`config.mk`:
```
export PLATFORM = sky130hd
export DESIGN_NAME = dpdcr_device_flat
export DESIGN_NICKNAME = d
export VERILOG_FILES = /design/src/design/dpdcr_pkg.sv /design/src/design/dpdcr_if.sv /design/src/design/dpdcr_device.sv /design/src/flat_wrapper.sv
export SDC_FILE = /design/constraint.sdc
export NUM_CORES = 1
export LEC_CHECK = 0
export BUFFER_PORTS_ARGS = -buffer_cell sky130_fd_sc_hd__clkbuf_2
export CAP_MARGIN = 10
export CORE_UTILIZATION = 60
export DETAILED_ROUTE_END_ITERATION = 10
export GPL_ROUTABILITY_DRIVEN = 1
export PLACE_DENSITY_LB_ADDON = 0.12
export SYNTH_ARGS = -nofsm -noshare
export SYNTH_HDL_FRONTEND = slang
export SYNTH_SLANG_ARGS = --single-unit
```
`constraint.sdc`:
```
create_clock -name clock -period 12.5 [get_ports clock]
set_input_delay 1.25 -clock clock [delete_from_list [all_inputs] [get_ports clock]]
set_output_delay 1.25 -clock clock [all_outputs]
set_load 0.01 [all_outputs]
```
`src/design/dpdcr_pkg.sv`:
```
/*
 * constants, field layout and register map of the divider configuration
 * bank and of the controller that programs it over the three-wire link.
 * assumes nothing of its surroundings.
 */
package dpdcr_pkg;
  // ***************************************************
  // serial word and addresses
  // ***************************************************
  localparam int WORD_W = 32;
  localparam int ADDR_W = 5;
  localparam logic [4:0] A_R12 = 5'h0C;
  localparam logic [4:0] A_R26 = 5'h1A;
  localparam logic [4:0] A_R27 = 5'h1B;
  localparam logic [4:0] A_R28 = 5'h1C;
  localparam logic [4:0] A_R29 = 5'h1D;
  localparam logic [4:0] A_R30 = 5'h1E;
  localparam logic [4:0] A_R31 = 5'h1F;
  localparam logic [4:0] A_RSV9 = 5'h09;
  localparam logic [4:0] A_RSV_LO = 5'h11;
  localparam logic [4:0] A_RSV_HI = 5'h17;
  localparam logic [31:0] REG_RESET = 32'h0000_0000;
  // ***************************************************
  // field positions
  // ***************************************************
  localparam int F1R_LSB = 6;
  localparam int F1R_W = 14;
  localparam int CP1_TRI = 5;
  localparam int F2R_LSB = 20;
  localparam int F2R_W = 12;
  localparam int F1N_LSB = 6;
  localparam int F1N_W = 14;
  localparam int OSC_LSB = 24;
  localparam int OSC_W = 3;
  localparam int FAST_BIT = 23;
  localparam int NCAL_LSB = 5;
  localparam int NCAL_W = 18;
  localparam int PRE_LSB = 24;
  localparam int PRE_W = 3;
  localparam int N2_LSB = 5;
  localparam int N2_W = 18;
  localparam int RBLE_BIT = 21;
  localparam int RBA_LSB = 16;
  localparam int LOCK_BIT = 5;
  localparam int DBL_BIT = 29;
  localparam logic [2:0] OSC_RSV = 3'h3;
  localparam logic [2:0] OSC_MAX = 3'h4;
  // ***************************************************
  // counts and controller map
  // ***************************************************
  localparam int CAL_W = 16;
  localparam int CAL_CYCLES_DEF = 256;
  localparam int HALF_DIV_DEF = 4;
  localparam int TICK_W = 16;
  localparam logic [3:0] H_DATA = 4'h0;
  localparam logic [3:0] H_CTRL = 4'h4;
  localparam logic [3:0] H_STAT = 4'h8;
  localparam logic [3:0] H_RB = 4'hC;
endpackage

```
`src/design/dpdcr_if.sv`:
```
/*
 * three-wire programming link between controller and device.
 * assumes both ends share one clock; all wires are plain levels.
 */
`timescale 1ns/100ps
`default_nettype none
interface dpdcr_if;
  logic sclk;
  logic sdata;
  logic le;
  logic rdata;
  modport dev (input sclk, input sdata, input le, output rdata);
  modport host (output sclk, output sdata, output le, input rdata);
endinterface
`default_nettype wire

```
`src/design/dpdcr_device.sv`:
```
/*
 * device end: upper divider configuration bank (words 26 to 31) behind
 * the three-wire link, with readback, write protect and calibration
 * start. assumes link pins are synchronous to clock and that sclk
 * holds each level for at least two clocks.
 */
`timescale 1ns/100ps
`default_nettype none
module dpdcr_device import dpdcr_pkg::*; #(
  parameter int CAL_CYCLES = CAL_CYCLES_DEF
) (
  // clock and reset
  input wire logic clock,
  input wire logic reset,
  // link
  dpdcr_if.dev bus,
  // mode strap
  input wire logic internal_osc_mode,
  // first loop
  output logic [F1R_W-1:0] first_loop_reference_divider,
  output logic first_loop_pump_output_pin_oe,
  output logic [F1N_W-1:0] first_loop_feedback_divider,
  // second loop
  output logic [F2R_W-1:0] second_loop_reference_divider,
  output logic second_loop_reference_doubler_on,
  output logic [OSC_W-1:0] oscillator_input_range,
  output logic second_loop_fast_detector_flag,
  output logic [NCAL_W-1:0] calibration_feedback_divider,
  output logic [N2_W-1:0] second_loop_feedback_divider,
  output logic [3:0] prescaler_ratio,
  output logic [N2_W-1:0] active_feedback_divider,
  // calibration and status
  output logic calibration_start,
  output logic sync_event,
  output logic calibration_busy,
  output logic register_write_protect,
  output logic settings_valid
);
  typedef struct packed {
    logic sclk;
    logic le;
    logic [31:0] sin;
    logic [31:0] sout;
    logic [31:0] r26;
    logic [31:0] r27;
    logic [31:0] r28;
    logic [31:0] r29;
    logic [31:0] r30;
    logic [31:0] r31;
    logic [CAL_W-1:0] cal;
    logic cal_start;
    logic sync;
    logic busy;
    logic [N2_W-1:0] n_act;
    logic [3:0] pre;
    logic ok;
  } dpdcr_dev_st_t;
  dpdcr_dev_st_t q, d;
  logic rise;
  logic latch;
  logic wr_ok;
  logic [4:0] addr;
  logic [4:0] rba;

  // ***************************************************
  // link, register writes, readback, calibration
  // ***************************************************
  always_comb begin
    d = q;
    d.cal_start = 1'b0;
    d.sync = 1'b0;
    d.sclk = bus.sclk;
    d.le = bus.le;
    rise = bus.sclk & ~q.sclk;
    latch = bus.le & ~q.le;
    addr = q.sin[ADDR_W-1:0];
    // locked words below 31 are refused, word 31 is always taken
    wr_ok = (addr == A_R31) | ~q.r31[LOCK_BIT];
    // data shifts in msb first while the latch pin is low
    if (rise & ~bus.le) d.sin = {q.sin[30:0], bus.sdata};
    // readback clocks out only at the programmed latch level
    if (rise & (bus.le == q.r31[RBLE_BIT])) begin
      d.sout = {q.sout[30:0], 1'b0};
    end
    if (latch & wr_ok) begin
      case (addr)
        A_R26: d.r26 = q.sin;
        A_R27: d.r27 = q.sin;
        A_R28: d.r28 = q.sin;
        A_R29: d.r29 = q.sin;
        A_R30: d.r30 = q.sin;
        A_R31: d.r31 = q.sin;
        default: d.r26 = d.r26;
      endcase
    end
    rba = d.r31[RBA_LSB +: ADDR_W];
    // each latch reloads the readback word, lock or not
    if (latch) begin
      case (rba)
        A_R12: d.sout = {11'h0, rba, 16'h0};
        A_R26: d.sout = d.r26;
        A_R27: d.sout = d.r27;
        A_R28: d.sout = d.r28;
        A_R29: d.sout = d.r29;
        A_R30: d.sout = d.r30;
        A_R31: d.sout = d.r31;
        default: d.sout = 32'h0;
      endcase
    end
    // feedback word written in internal mode starts calibration
    if (latch & wr_ok & (addr == A_R30) & internal_osc_mode) begin
      d.cal = CAL_W'(CAL_CYCLES);
      d.cal_start = 1'b1;
      d.sync = 1'b1;
    end else if (q.cal != '0) begin
      d.cal = q.cal - 1'b1;
    end
    d.busy = (d.cal != '0);
    // calibration divider stands in for the feedback divider
    d.n_act = d.busy ? d.r29[NCAL_LSB +: NCAL_W] : d.r30[N2_LSB +: N2_W];
    // prescaler decode
    case (d.r30[PRE_LSB +: PRE_W])
      3'h0: d.pre = 4'h8;
      3'h1, 3'h2: d.pre = 4'h2;
      default: d.pre = {1'b0, d.r30[PRE_LSB +: PRE_W]};
    endcase
    // divider codes in range, zero codes flagged
    d.ok = (d.r27[F1R_LSB +: F1R_W] != '0) &
      (d.r28[F2R_LSB +: F2R_W] != '0) &
      (d.r28[F1N_LSB +: F1N_W] != '0) &
      (d.r29[OSC_LSB +: OSC_W] != OSC_RSV) &
      (d.r29[OSC_LSB +: OSC_W] <= OSC_MAX) &
      (d.r29[NCAL_LSB +: NCAL_W] >= NCAL_W'(2)) &
      (d.r30[N2_LSB +: N2_W] != '0) &
      // divide-by-one feedback only outside internal mode or with
      // a calibration divider above one
      ((d.r30[N2_LSB +: N2_W] != N2_W'(1)) | ~internal_osc_mode |
       (d.r29[NCAL_LSB +: NCAL_W] > NCAL_W'(1)));
  end

  // ***************************************************
  // state register
  // ***************************************************
  always_ff @(posedge clock or posedge reset) begin
    if (reset) begin
      q <= '0;
      q.r26 <= REG_RESET;
      q.r27 <= REG_RESET;
      q.r28 <= REG_RESET;
      q.r29 <= REG_RESET;
      q.r30 <= REG_RESET;
      q.r31 <= REG_RESET;
      q.le <= 1'b1;
    end else begin
      q <= d;
    end
  end

  // field outputs from the stored words, prescaler ratio and active divider from their registered decodes
  assign first_loop_reference_divider = q.r27[F1R_LSB +: F1R_W];
  assign first_loop_pump_output_pin_oe = ~q.r27[CP1_TRI];
  assign first_loop_feedback_divider = q.r28[F1N_LSB +: F1N_W];
  assign second_loop_reference_divider = q.r28[F2R_LSB +: F2R_W];
  assign second_loop_reference_doubler_on = q.r26[DBL_BIT];
  assign oscillator_input_range = q.r29[OSC_LSB +: OSC_W];
  assign second_loop_fast_detector_flag = q.r29[FAST_BIT];
  assign calibration_feedback_divider = q.r29[NCAL_LSB +: NCAL_W];
  assign second_loop_feedback_divider = q.r30[N2_LSB +: N2_W];
  assign prescaler_ratio = q.pre;
  assign active_feedback_divider = q.n_act;
  // status and pulses
  assign calibration_start = q.cal_start;
  assign sync_event = q.sync;
  assign calibration_busy = q.busy;
  assign register_write_protect = q.r31[LOCK_BIT];
  assign settings_valid = q.ok;
  assign bus.rdata = q.sout[31];
endmodule
`default_nettype wire

```
`src/flat_wrapper.sv`:
```
// flat-port wrapper written by rule: the top's interface ports become plain ports
module dpdcr_device_flat import dpdcr_pkg::*;
#(
  parameter int CAL_CYCLES = CAL_CYCLES_DEF
)
  (clock, reset, internal_osc_mode, first_loop_reference_divider, first_loop_pump_output_pin_oe, first_loop_feedback_divider, second_loop_reference_divider, second_loop_reference_doubler_on, oscillator_input_range, second_loop_fast_detector_flag, calibration_feedback_divider, second_loop_feedback_divider, prescaler_ratio, active_feedback_divider, calibration_start, sync_event, calibration_busy, register_write_protect, settings_valid, bus_sclk, bus_sdata, bus_le, bus_rdata);
  dpdcr_if bus_i ();
  input wire logic clock;
  input wire logic reset;
  input wire logic internal_osc_mode;
  output logic [F1R_W-1:0] first_loop_reference_divider;
  output logic first_loop_pump_output_pin_oe;
  output logic [F1N_W-1:0] first_loop_feedback_divider;
  output logic [F2R_W-1:0] second_loop_reference_divider;
  output logic second_loop_reference_doubler_on;
  output logic [OSC_W-1:0] oscillator_input_range;
  output logic second_loop_fast_detector_flag;
  output logic [NCAL_W-1:0] calibration_feedback_divider;
  output logic [N2_W-1:0] second_loop_feedback_divider;
  output logic [3:0] prescaler_ratio;
  output logic [N2_W-1:0] active_feedback_divider;
  output logic calibration_start;
  output logic sync_event;
  output logic calibration_busy;
  output logic register_write_protect;
  output logic settings_valid;
  input wire logic [$bits(bus_i.sclk)-1:0] bus_sclk;
  input wire logic [$bits(bus_i.sdata)-1:0] bus_sdata;
  input wire logic [$bits(bus_i.le)-1:0] bus_le;
  output wire logic [$bits(bus_i.rdata)-1:0] bus_rdata;
  assign bus_i.sclk = bus_sclk;
  assign bus_i.sdata = bus_sdata;
  assign bus_i.le = bus_le;
  assign bus_rdata = bus_i.rdata;
  dpdcr_device #(.CAL_CYCLES(CAL_CYCLES)) u_core (.clock(clock), .reset(reset), .bus(bus_i), .internal_osc_mode(internal_osc_mode), .first_loop_reference_divider(first_loop_reference_divider), .first_loop_pump_output_pin_oe(first_loop_pump_output_pin_oe), .first_loop_feedback_divider(first_loop_feedback_divider), .second_loop_reference_divider(second_loop_reference_divider), .second_loop_reference_doubler_on(second_loop_reference_doubler_on), .oscillator_input_range(oscillator_input_range), .second_loop_fast_detector_flag(second_loop_fast_detector_flag), .calibration_feedback_divider(calibration_feedback_divider), .second_loop_feedback_divider(second_loop_feedback_divider), .prescaler_ratio(prescaler_ratio), .active_feedback_divider(active_feedback_divider), .calibration_start(calibration_start), .sync_event(sync_event), .calibration_busy(calibration_busy), .register_write_protect(register_write_protect), .settings_valid(settings_valid));
endmodule
```
==> impl_metrics.tcl, run 1 <==
set metrics [dict create \
    htreeDepth 1 \
    p_per_area_mw_per_mm2 147 \
    max-slew-margin-rel_pct 23.5 \
    power_mw 2.27 \
    path_clk_slew_ns 0.06 \
    peakVddDrop_mv 0.0797 \
    grt-ovfl-total 0 \
    drt-initial-drc-count 773 \
    antenna_found_initial 0 \
    clockBufferDepth 3 \
    stdcell_area_sq_mm 0.0154 \
    drive_gt1_share_pct 28.1 \
    clk-insertion-delay-late_ns 0.55 \
    max_cap_violations 0 \
    die_w_microns 157 \
    start_util_pct 61.2 \
    seq_area_frac_synth_pct 52.1 \
    viasPerCell 6.05 \
    start_kind "primary input" \
    finalSetupViolCount 0 \
    first_pass_iters 6 \
    cp_cell_sequence "clkbuf_2 -> nand3b_2 -> nor2_4 -> buf_4 -> nor3b_1 -> o21ai_2 -> buf_4 -> o32ai_1 -> o31ai_1 -> a31oi_1" \
    diodes 0 \
    crit_required_ns 12.90 \
    cts_resized 0 \
    fin_crit_ns 3.62 \
    synth_area_sq_mm 0.0144 \
    post-route-util_pct 65.7 \
    area_growth_pct 7.37 \
    worst_pin_slew_ns 1.15 \
    syn-num-nets 1287 \
    via_count 9738 \
    power.leakage_nw 7.86 \
    grt_pass1_wl_microns 55900 \
    mostFrequentLayoutCells "dfrtp_1, mux2_2, clkbuf_2" \
    yosysUniqueCellTypes 69 \
    grt_max_degree 185 \
    io-pin-count 116 \
    rsz0062_at_grt "no" \
    postCtsSetupRepairBufs 0 \
    cp_max_fo 27 \
    first_global_vias 9619 \
    min_path_type "flop to flop" \
    syn_area_per_cell_sq_um 11.2 \
    rows 56 \
    hold_depth 2 \
    timing.fmax_mhz 276 \
    hold_violations 0 \
    cts_hold_buf 0 \
    max_stage_delay_ns 0.44 \
    ant_nets 0 \
    reg2reg_depth 9 \
    status "finished clean" \
    hpwl_microns 23000 \
    drcViolationCount 0 \
    synth-seq-cells 299 \
    die_h_microns 157 \
    syn-instance-count 1279 \
    arrival_ns 4.01 \
    end_kind "flop" \
    tritoncts "built" \
    ys_async_sr_fraction_pct 100 \
    synth_edf_count 0 \
    grt_usage_pct 30.1 \
    avgRoutedWirePerCell_microns 22.3 \
    clock_skew_ns 0.00913 \
    cpMostUsedCell "buf_4" \
    port_buffers 115 \
    mostFrequentLayoutCell "dfrtp_1" \
    hold_slack_ns 0.444 \
    die_area_sq_mm 0.0246 \
    coreArea_sq_mm 0.0235 \
    clkSinkCount 299 \
    routed_wl_microns 36000 \
    clock-root-buffer "clkbuf_16" \
    slowest_stage "buf_4" \
    gp_congestion 0.893 \
    path_class "primary input to flop" \
    setup_tns_ns 0 \
    slew_violations 0 \
    min_period_over_period_pct 28.9 \
    nFillCells 1872 \
    num-nets-final 1277 \
    numCtsBuffers 31 \
    placed_area_sq_mm 0.0144 \
    yosysWarnings 0 \
    synth_ff_type "dfrtp_1" \
]
==> cell type report <==
cell class                 count  area, sq um  share of cell area [%]
tap                          319          399                    2.59
clock inverter                15          155                    1.01
multi-input combinational    718         5480                    35.5
clock buffer                  40          850                    5.51
sequential                   299         7480                    48.5
timing repair buffer         135          738                    4.78
inverter                      84          323                    2.09
==> worst paths after layout <==
kind / startpoint / to / slack (ns)
hold / removal: u_core.q[110]$_DFF_PP0_ / u_core.q[110]$_DFF_PP0_ / 0.44
hold reg to reg: u_core.q[110]$_DFF_PP0_ / u_core.q[110]$_DFF_PP0_ / 0.44
min in group asynchronous: reset / u_core.q[291]$_DFFE_PP0P_ / 0.81
max in group asynchronous: reset / u_core.second_loop_feedback_divider[7]$_DFF_PP0_ / 10.24
setup reg to reg: u_core.addr[1]$_DFFE_PP0P_ / u_core.q[236]$_DFFE_PP0P_ / 9.16
setup / recovery: bus_le / u_core.q[236]$_DFFE_PP0P_ / 8.88
==> kinds of logic (layout without fill, tap and decap cells) <==
| group | count (synthesis) | count (layout) | synth area share, % |
|---|---|---|---|
| XOR/XNOR | 10 | 10 | 0.609 |
| buffers and inverters | 262 | 274 | 10.1 |
| AND/OR/NAND/NOR | 315 | 315 | 12.2 |
| flip-flops | 299 | 299 | 52.1 |
| multiplexers | 215 | 215 | 16.2 |
| AO/OA/AOI/OAI | 176 | 176 | 8.59 |
| adder cells (fa/ha/maj) | 2 | 2 | 0.174 |
==> cell usage after synthesis, drive strengths merged (3+ instances only) <==
cell,count,share of area (%)
or4,9,0.47
xnor2,4,0.24
or2,14,0.61
nand3,22,0.80
nor4b,3,0.33
o211ai,5,0.26
o32ai,4,0.24
nor2b,3,0.13
o221ai,5,0.30
o22ai,9,0.39
dfrtp,298,52
clkbuf,40,1.0
nand4,11,0.63
a31oi,32,1.4
nor4,25,1.5
inv,83,2.2
a32o,3,0.21
nand2b,48,2.1
nor2,71,1.9
a21oi,13,0.45
a22o,12,0.73
nor3,15,0.56
xor2,6,0.37
mux2i,74,5.2
buf,138,6.9
o21ai,38,1.3
o31ai,12,0.63
nand4b,7,0.43
and2,3,0.13
o2bb2ai,8,0.49
nand2,70,1.8
a32oi,4,0.24
nand3b,4,0.24
o2111ai,13,0.79
mux2,141,11
a2bb2oi,6,0.37
==> worst max-delay path, delay by kind of cell <==
| family | cells | cell delay [ns] |
|---|---|---|
| buffers and inverters | 3 | 1.07 |
| and+or+nand+nor | 3 | 0.81 |
| AOI/OAI and AO/OA | 4 | 0.84 |
==> through the flow <==
stage | cells | setup slack [ns]
after floorplan | 1279 | 2.99
after global placement | 1555 | 8.52
after detailed placement | 1555 | 8.40
after CTS | 1610 | 8.95
after global routing | 1610 | 8.74
final | 1610 | 8.88
==> layer usage <==
layer  GRT usage [%]  wire [microns]  up-vias
li1                -               -     4351
met1            42.1           15800     4921
met2            47.4           16600      392
met3            5.57            2530       74
met4            9.90            1090        0
met5               0               0        -
==> state kept, by name (all words and copies together) (netlist names), 5 cells and up <==
| signal | cells |
|---|---|
| u_core.calibration_feedback_divider | 18 |
| u_core.q | 186 |
| u_core.active_feedback_divider | 18 |
| u_core.first_loop_feedback_divider | 14 |
| u_core.first_loop_reference_divider | 14 |
| u_core.second_loop_feedback_divider | 18 |
| u_core.second_loop_reference_divider | 12 |
| u_core.addr | 5 |
==> power by group <==
group / switching, mW / internal (mW) / total, mW
clock: 0.379 / 0.538 / 0.917
sequential: 0.0806 / 1.05 / 1.13
combinational: 0.129 / 0.0910 / 0.220
(Power assumes the default switching activity.)
==> run 2, diff against run 1 <==
- clock period: 12.5 -> 3.45 ns (I/O delays scaled with it)
==> run 2 against run 1 <==
  * Sequential power increased to 3.6 times the previous value
  * Clock-buffer cell count increased by 2
  * First-iteration DRC count increased by 8.4%
  * Largest power group unchanged
  * Combinational power increased to 3.7 times the previous value
  * Setup slack got worse by 8.4 ns
  * Critical path depth decreased by 2
  * Worst hold slack got worse by 0.42 ns
  * Routed wire length increased by 0.19%
  * Cell area increased by 1.8%
  * Via count increased by 0.49%
  * Clock power increased to 3.7 times the previous value
  * Power increased to 3.7 times the previous value
==> impl_metrics.tcl, run 2 (synthesized netlist as in run 1, its figures left out) <==
set metrics [dict create \
    first_pass_iters 5 \
    fin_crit_ns 2.98 \
    r2r_setup_slack_ns 0.47 \
    setup_tns_ns 0 \
    tritoncts "built" \
    clk-insertion-delay-late_ns 0.55 \
    drt-initial-drc-count 838 \
    status "finished clean" \
    start_util_pct 61.2 \
    rsz0062_at_grt "no" \
    end_kind "flop" \
    coreArea_sq_mm 0.0235 \
    cp_max_fo 36 \
    drive_gt1_share_pct 29.1 \
    gp_congestion 0.871 \
    arrival_ns 3.44 \
    grt_max_degree 86 \
    timing.fmax_mhz 336 \
    power.leakage_nw 8.00 \
    nFillCells 1814 \
    worst_pin_slew_ns 0.981 \
    stdcell_area_sq_mm 0.0157 \
    die_h_microns 157 \
    diodes 0 \
    holdPathEnd "u_core.addr[0]$_DFFE_PP0P_" \
    numCtsBuffers 30 \
    hold_slack_ns 0.0279 \
    first_global_vias 9512 \
    clock-root-buffer "clkbuf_16" \
    hold_depth 2 \
    reg2reg_to "u_core.settings_valid$_DFF_PP0_" \
    avgRoutedWirePerCell_microns 22.1 \
    num-nets-final 1297 \
    reg2reg_depth 8 \
    slew_violations 0 \
    regMostFlops "u_core.q" \
    grtUsageMet3_pct 4.21 \
    drcViolationCount 0 \
    crit_required_ns 3.91 \
    grt_usage_pct 30.1 \
    largest_register_ffs 186 \
    place_ws_ns 0.491 \
    hpwl_microns 23500 \
    use_met1_pct 43.6 \
    ant_nets 0 \
    hold_violations 0 \
    routed_wl_microns 36000 \
    clkSinkCount 299 \
    max_stage_delay_ns 0.60 \
    placed_area_sq_mm 0.0147 \
    p_per_area_mw_per_mm2 526 \
    min_path_type "primary input to flop" \
    peakVddDrop_mv 0.405 \
    slowest_stage "or4_1" \
    rows 56 \
    viasPerCell 6.00 \
    grt-ovfl-total 0 \
    port_buffers 115 \
    placedCellCount 1573 \
    max-slew-margin-rel_pct 34.5 \
    worstHoldStart "bus_sdata" \
    crit_family "simple AND/OR/NAND/NOR gates" \
    clock_skew_ns 0.00981 \
    cp_num_buf_inv 1 \
    cpMostUsedCell "a21oi_1" \
    die_w_microns 157 \
    die_area_sq_mm 0.0246 \
    cp_cell_sequence "nand3b_2 -> nor3_2 -> buf_12 -> mux2_2 -> a21oi_1 -> a21oi_1 -> or4_1 -> nor3_1" \
    path_class "flop to flop" \
    mostFrequentLayoutCells "dfrtp_1, mux2_2, clkbuf_2" \
    path_clk_slew_ns 0.06 \
    met2_usage_pct 47.1 \
    grt_pass1_wl_microns 56100 \
    clockBufferDepth 3 \
    area_growth_pct 9.34 \
    antenna_found_initial 0 \
    r2r-start "u_core.addr[0]$_DFFE_PP0P_" \
    stdcell_count 1632 \
    postCtsSetupRepairBufs 0 \
    min_period_over_period_pct 86.4 \
    setup_slack_ns 0.469 \
    io-pin-count 116 \
    busiest_layer "met2" \
    htreeDepth 1 \
    mostFrequentLayoutCell "dfrtp_1" \
    via_count 9786 \
    finalSetupViolCount 0 \
    max_cap_violations 0 \
    start_kind "flop" \
]
run 2: worst max-delay path by stage:
stage | start | to | slack, ns | depth (start not counted)
after floorplan | reset | u_core.active_feedback_divider[0]$_DFF_PP0_ | -0.87 | 1
after global placement | bus_le | u_core.settings_valid$_DFF_PP0_ | 0.54 | 9
after detailed placement | u_core.addr[0]$_DFFE_PP0P_ | u_core.settings_valid$_DFF_PP0_ | 0.49 | 8
after CTS | u_core.register_write_protect$_DFF_PP0_ | u_core.settings_valid$_DFF_PP0_ | 0.47 | 8
after global routing | u_core.addr[0]$_DFFE_PP0P_ | u_core.settings_valid$_DFF_PP0_ | 0.27 | 8
final | u_core.addr[0]$_DFFE_PP0P_ | u_core.settings_valid$_DFF_PP0_ | 0.47 | 8
run 2: repair_timing:
| action | 4_1_cts | 5_1_grt |
|---|---|---|
| resized for setup | 0 | 0 |
| hold buffers | 3 | 0 |
| endpoints found under the hold margin | 14 | 0 |
run 2: layout make-up:
type	count	area, sq um	share of cell area, %
repair buffers	156	1000	6.39
clock inverters	14	150	0.956
well taps	319	399	2.54
inverters	84	319	2.03
clock buffers	42	877	5.58
flip-flops and latches	299	7480	47.6
multi-input cells	718	5480	34.9
run 2: per-layer routing:
metal / up-vias / part of all wire, %
met4: 0 / 2.4
met5: - / 0
met1: 4948 / 45
met2: 382 / 46
met3: 65 / 6.6
li1: 4391 / -
run 2: metrics by stage:
stage | utilization [%] | power, mW
after floorplan | - | 4.70
after global placement | 62.4 | 4.91
after detailed placement | 62.4 | 4.95
after CTS | 66.9 | 8.31
after global routing | 66.9 | 8.59
final | 66.9 | 8.27
run 2: report_power, final:
| part | internal (mW) | leakage [nW] | switching, mW |
|---|---|---|---|
| logic | 0.342 | 3.53 | 0.471 |
| clock network | 1.99 | 0.509 | 1.39 |
| registers | 3.80 | 3.96 | 0.285 |
==> run 3, diff against run 2 <==
--- a/config.mk
+++ b/config.mk
@@ -11,5 +11,5 @@
 export DETAILED_ROUTE_END_ITERATION = 10
 export GPL_ROUTABILITY_DRIVEN = 1
-export PLACE_DENSITY_LB_ADDON = 0.12
+export PLACE_DENSITY_LB_ADDON = 0.3
 export SYNTH_ARGS = -nofsm -noshare
 export SYNTH_HDL_FRONTEND = slang
==> constraint.sdc (replaced) <==
create_clock -name clock -period 3.45 [get_ports clock]
set_input_delay 0.345 -clock clock [delete_from_list [all_inputs] [get_ports clock]]
set_output_delay 0.345 -clock clock [all_outputs]
set_load 0.005 [all_outputs]
==> run 3 against run 2 <==
  * Utilization is 0.30 points higher
  * Non-clock buffer count is 3 higher
  * Critical path type is now primary input to flop
  * Highest routed layer unchanged
  * Fmax hardly changed
  * Sequential share of layout area is 0.21 points lower
==> impl_metrics.tcl, run 3 (synthesized netlist as in run 1, its figures left out) <==
set metrics [dict create \
    status "finished clean" \
    grt-ovfl-total 0 \
    min_path_type "primary input to async pin" \
    multiInputGateArea_sq_mm 0.00548 \
    area_growth_pct 9.83 \
    ant_nets 0 \
    power.leakage_nw 8.04 \
    path_class "primary input to flop" \
    busiest_layer "met2" \
    die_area_sq_mm 0.0246 \
    path_clk_slew_ns 0.06 \
    hpwl_microns 23800 \
    coreArea_sq_mm 0.0235 \
    cts_resized 0 \
    port_buffers 115 \
    first_global_vias 10000 \
    grt_usage_pct 30.5 \
    crit_required_ns 3.89 \
    viasPerCell 6.13 \
    cp_num_buf_inv 4 \
    largest_register_ffs 186 \
    finalSetupViolCount 0 \
    io-pin-count 116 \
    slowest_stage "dlygate4sd3_1" \
    clk-insertion-delay-late_ns 0.56 \
    max_stage_delay_ns 0.53 \
    rsz0062_at_grt "no" \
    gp_congestion 0.896 \
    worst_pin_slew_ns 1.05 \
    clockBufferDepth 3 \
    clock-root-buffer "clkbuf_16" \
    crit_family "simple AND/OR/NAND/NOR gates" \
    grt_max_degree 65 \
    die_w_microns 157 \
    peakVddDrop_mv 0.379 \
    seqCellArea_sq_mm 0.00748 \
    mostFrequentLayoutCell "dfrtp_1" \
    place_ws_ns 0.458 \
    setup_slack_ns 0.467 \
    numCtsBuffers 30 \
    antenna_found_initial 0 \
    drt-initial-drc-count 784 \
    p_per_area_mw_per_mm2 535 \
    start_util_pct 61.2 \
    min_period_over_period_pct 86.5 \
    diodes 0 \
    first_pass_iters 5 \
    rows 56 \
    arrival_ns 3.42 \
    slew_violations 0 \
    end_kind "flop" \
    max_cap_violations 0 \
    htreeDepth 1 \
    placed_area_sq_mm 0.0147 \
    nFillCells 1713 \
    cpMostUsedCell "nor3_1" \
    hold_violations 0 \
    grt_pass1_wl_microns 57200 \
    max-slew-margin-rel_pct 30.1 \
    clock_skew_ns 0.0182 \
    routed_wl_microns 36300 \
    clkSinkCount 299 \
    via_count 10000 \
    avgRoutedWirePerCell_microns 22.2 \
    mostFrequentLayoutCells "dfrtp_1, mux2_2, clkbuf_2" \
    drive_gt1_share_pct 29.3 \
    cp_max_fo 22 \
    use_met1_pct 42.4 \
    regMostFlops "u_core.q" \
    tritoncts "built" \
    die_h_microns 157 \
    start_kind "primary input" \
    timing.fmax_mhz 335 \
    setup_tns_ns 0 \
    cp_cell_sequence "dlygate4sd3_1 -> clkbuf_2 -> nand2b_1 -> nor4_2 -> buf_12 -> mux2i_1 -> inv_1 -> or4_1 -> nor3_1 -> nor3_1" \
    met2_usage_pct 48.1 \
    fin_crit_ns 2.98 \
    grtUsageMet3_pct 4.49 \
    stdcell_area_sq_mm 0.0158 \
    num-nets-final 1300 \
    drcViolationCount 0 \
]
==> run 3: path summary, 6_finish.rpt <==
kind | from | end | slack (ns) | depth (start not counted)
max | bus_le | u_core.settings_valid$_DFF_PP0_ | 0.47 | 10
min | reset | u_core.first_loop_reference_divider[11]$_DFF_PP0_ | 0.02 | 2
max reg2reg | u_core.addr[1]$_DFFE_PP0P_ | u_core.settings_valid$_DFF_PP0_ | 0.51 | 8
min reg2reg | u_core.q[43]$_DFF_PP0_ | u_core.q[43]$_DFF_PP0_ | 0.45 | 2
max in group asynchronous | reset | u_core.q[215]$_DFF_PP0_ | 2.47 | 3
min in group clock | bus_sdata | u_core.addr[0]$_DFFE_PP0P_ | 0.05 | 2
==> run 3: layout make-up <==
type | count | share of cell area, %
inverters | 84 | 2.02
multi-input cells | 718 | 34.7
clock buffers | 44 | 5.86
clock inverters | 8 | 1.05
well taps | 319 | 2.53
repair buffers | 159 | 6.41
flip-flops and latches | 299 | 47.4
==> run 3: per-stage QoR <==
step / cells / util, % / hold WS, ns / power, mW
final: 1631 / 67.2 / 0.0183 / 8.45
after global routing: 1631 / 67.2 / 0.0497 / 8.74
after CTS: 1631 / 67.2 / 0.0390 / 8.48
after detailed placement: 1577 / 62.5 / 0.432 / 4.94
after global placement: 1577 / 62.5 / 0.425 / 4.90
after floorplan: 1279 / - / 0.349 / 4.69
==> run 3: power breakdown <==
| group | internal (mW) | switching, mW |
|---|---|---|
| logic | 0.343 | 0.467 |
| clock network | 2.21 | 1.34 |
| registers | 3.80 | 0.288 |
==> run 3: timing repair <==
action	CTS	global route
hold buffers	2	0
setup endpoints to repair	0	0
buffers inserted	0	0
hold endpoints to repair	2	0
==> run 3: routing by layer <==
layer,vias up,share of wire [%]
met5,-,0
met4,0,3.5
met3,92,7.5
met2,472,46
met1,5044,43
li1,4396,-
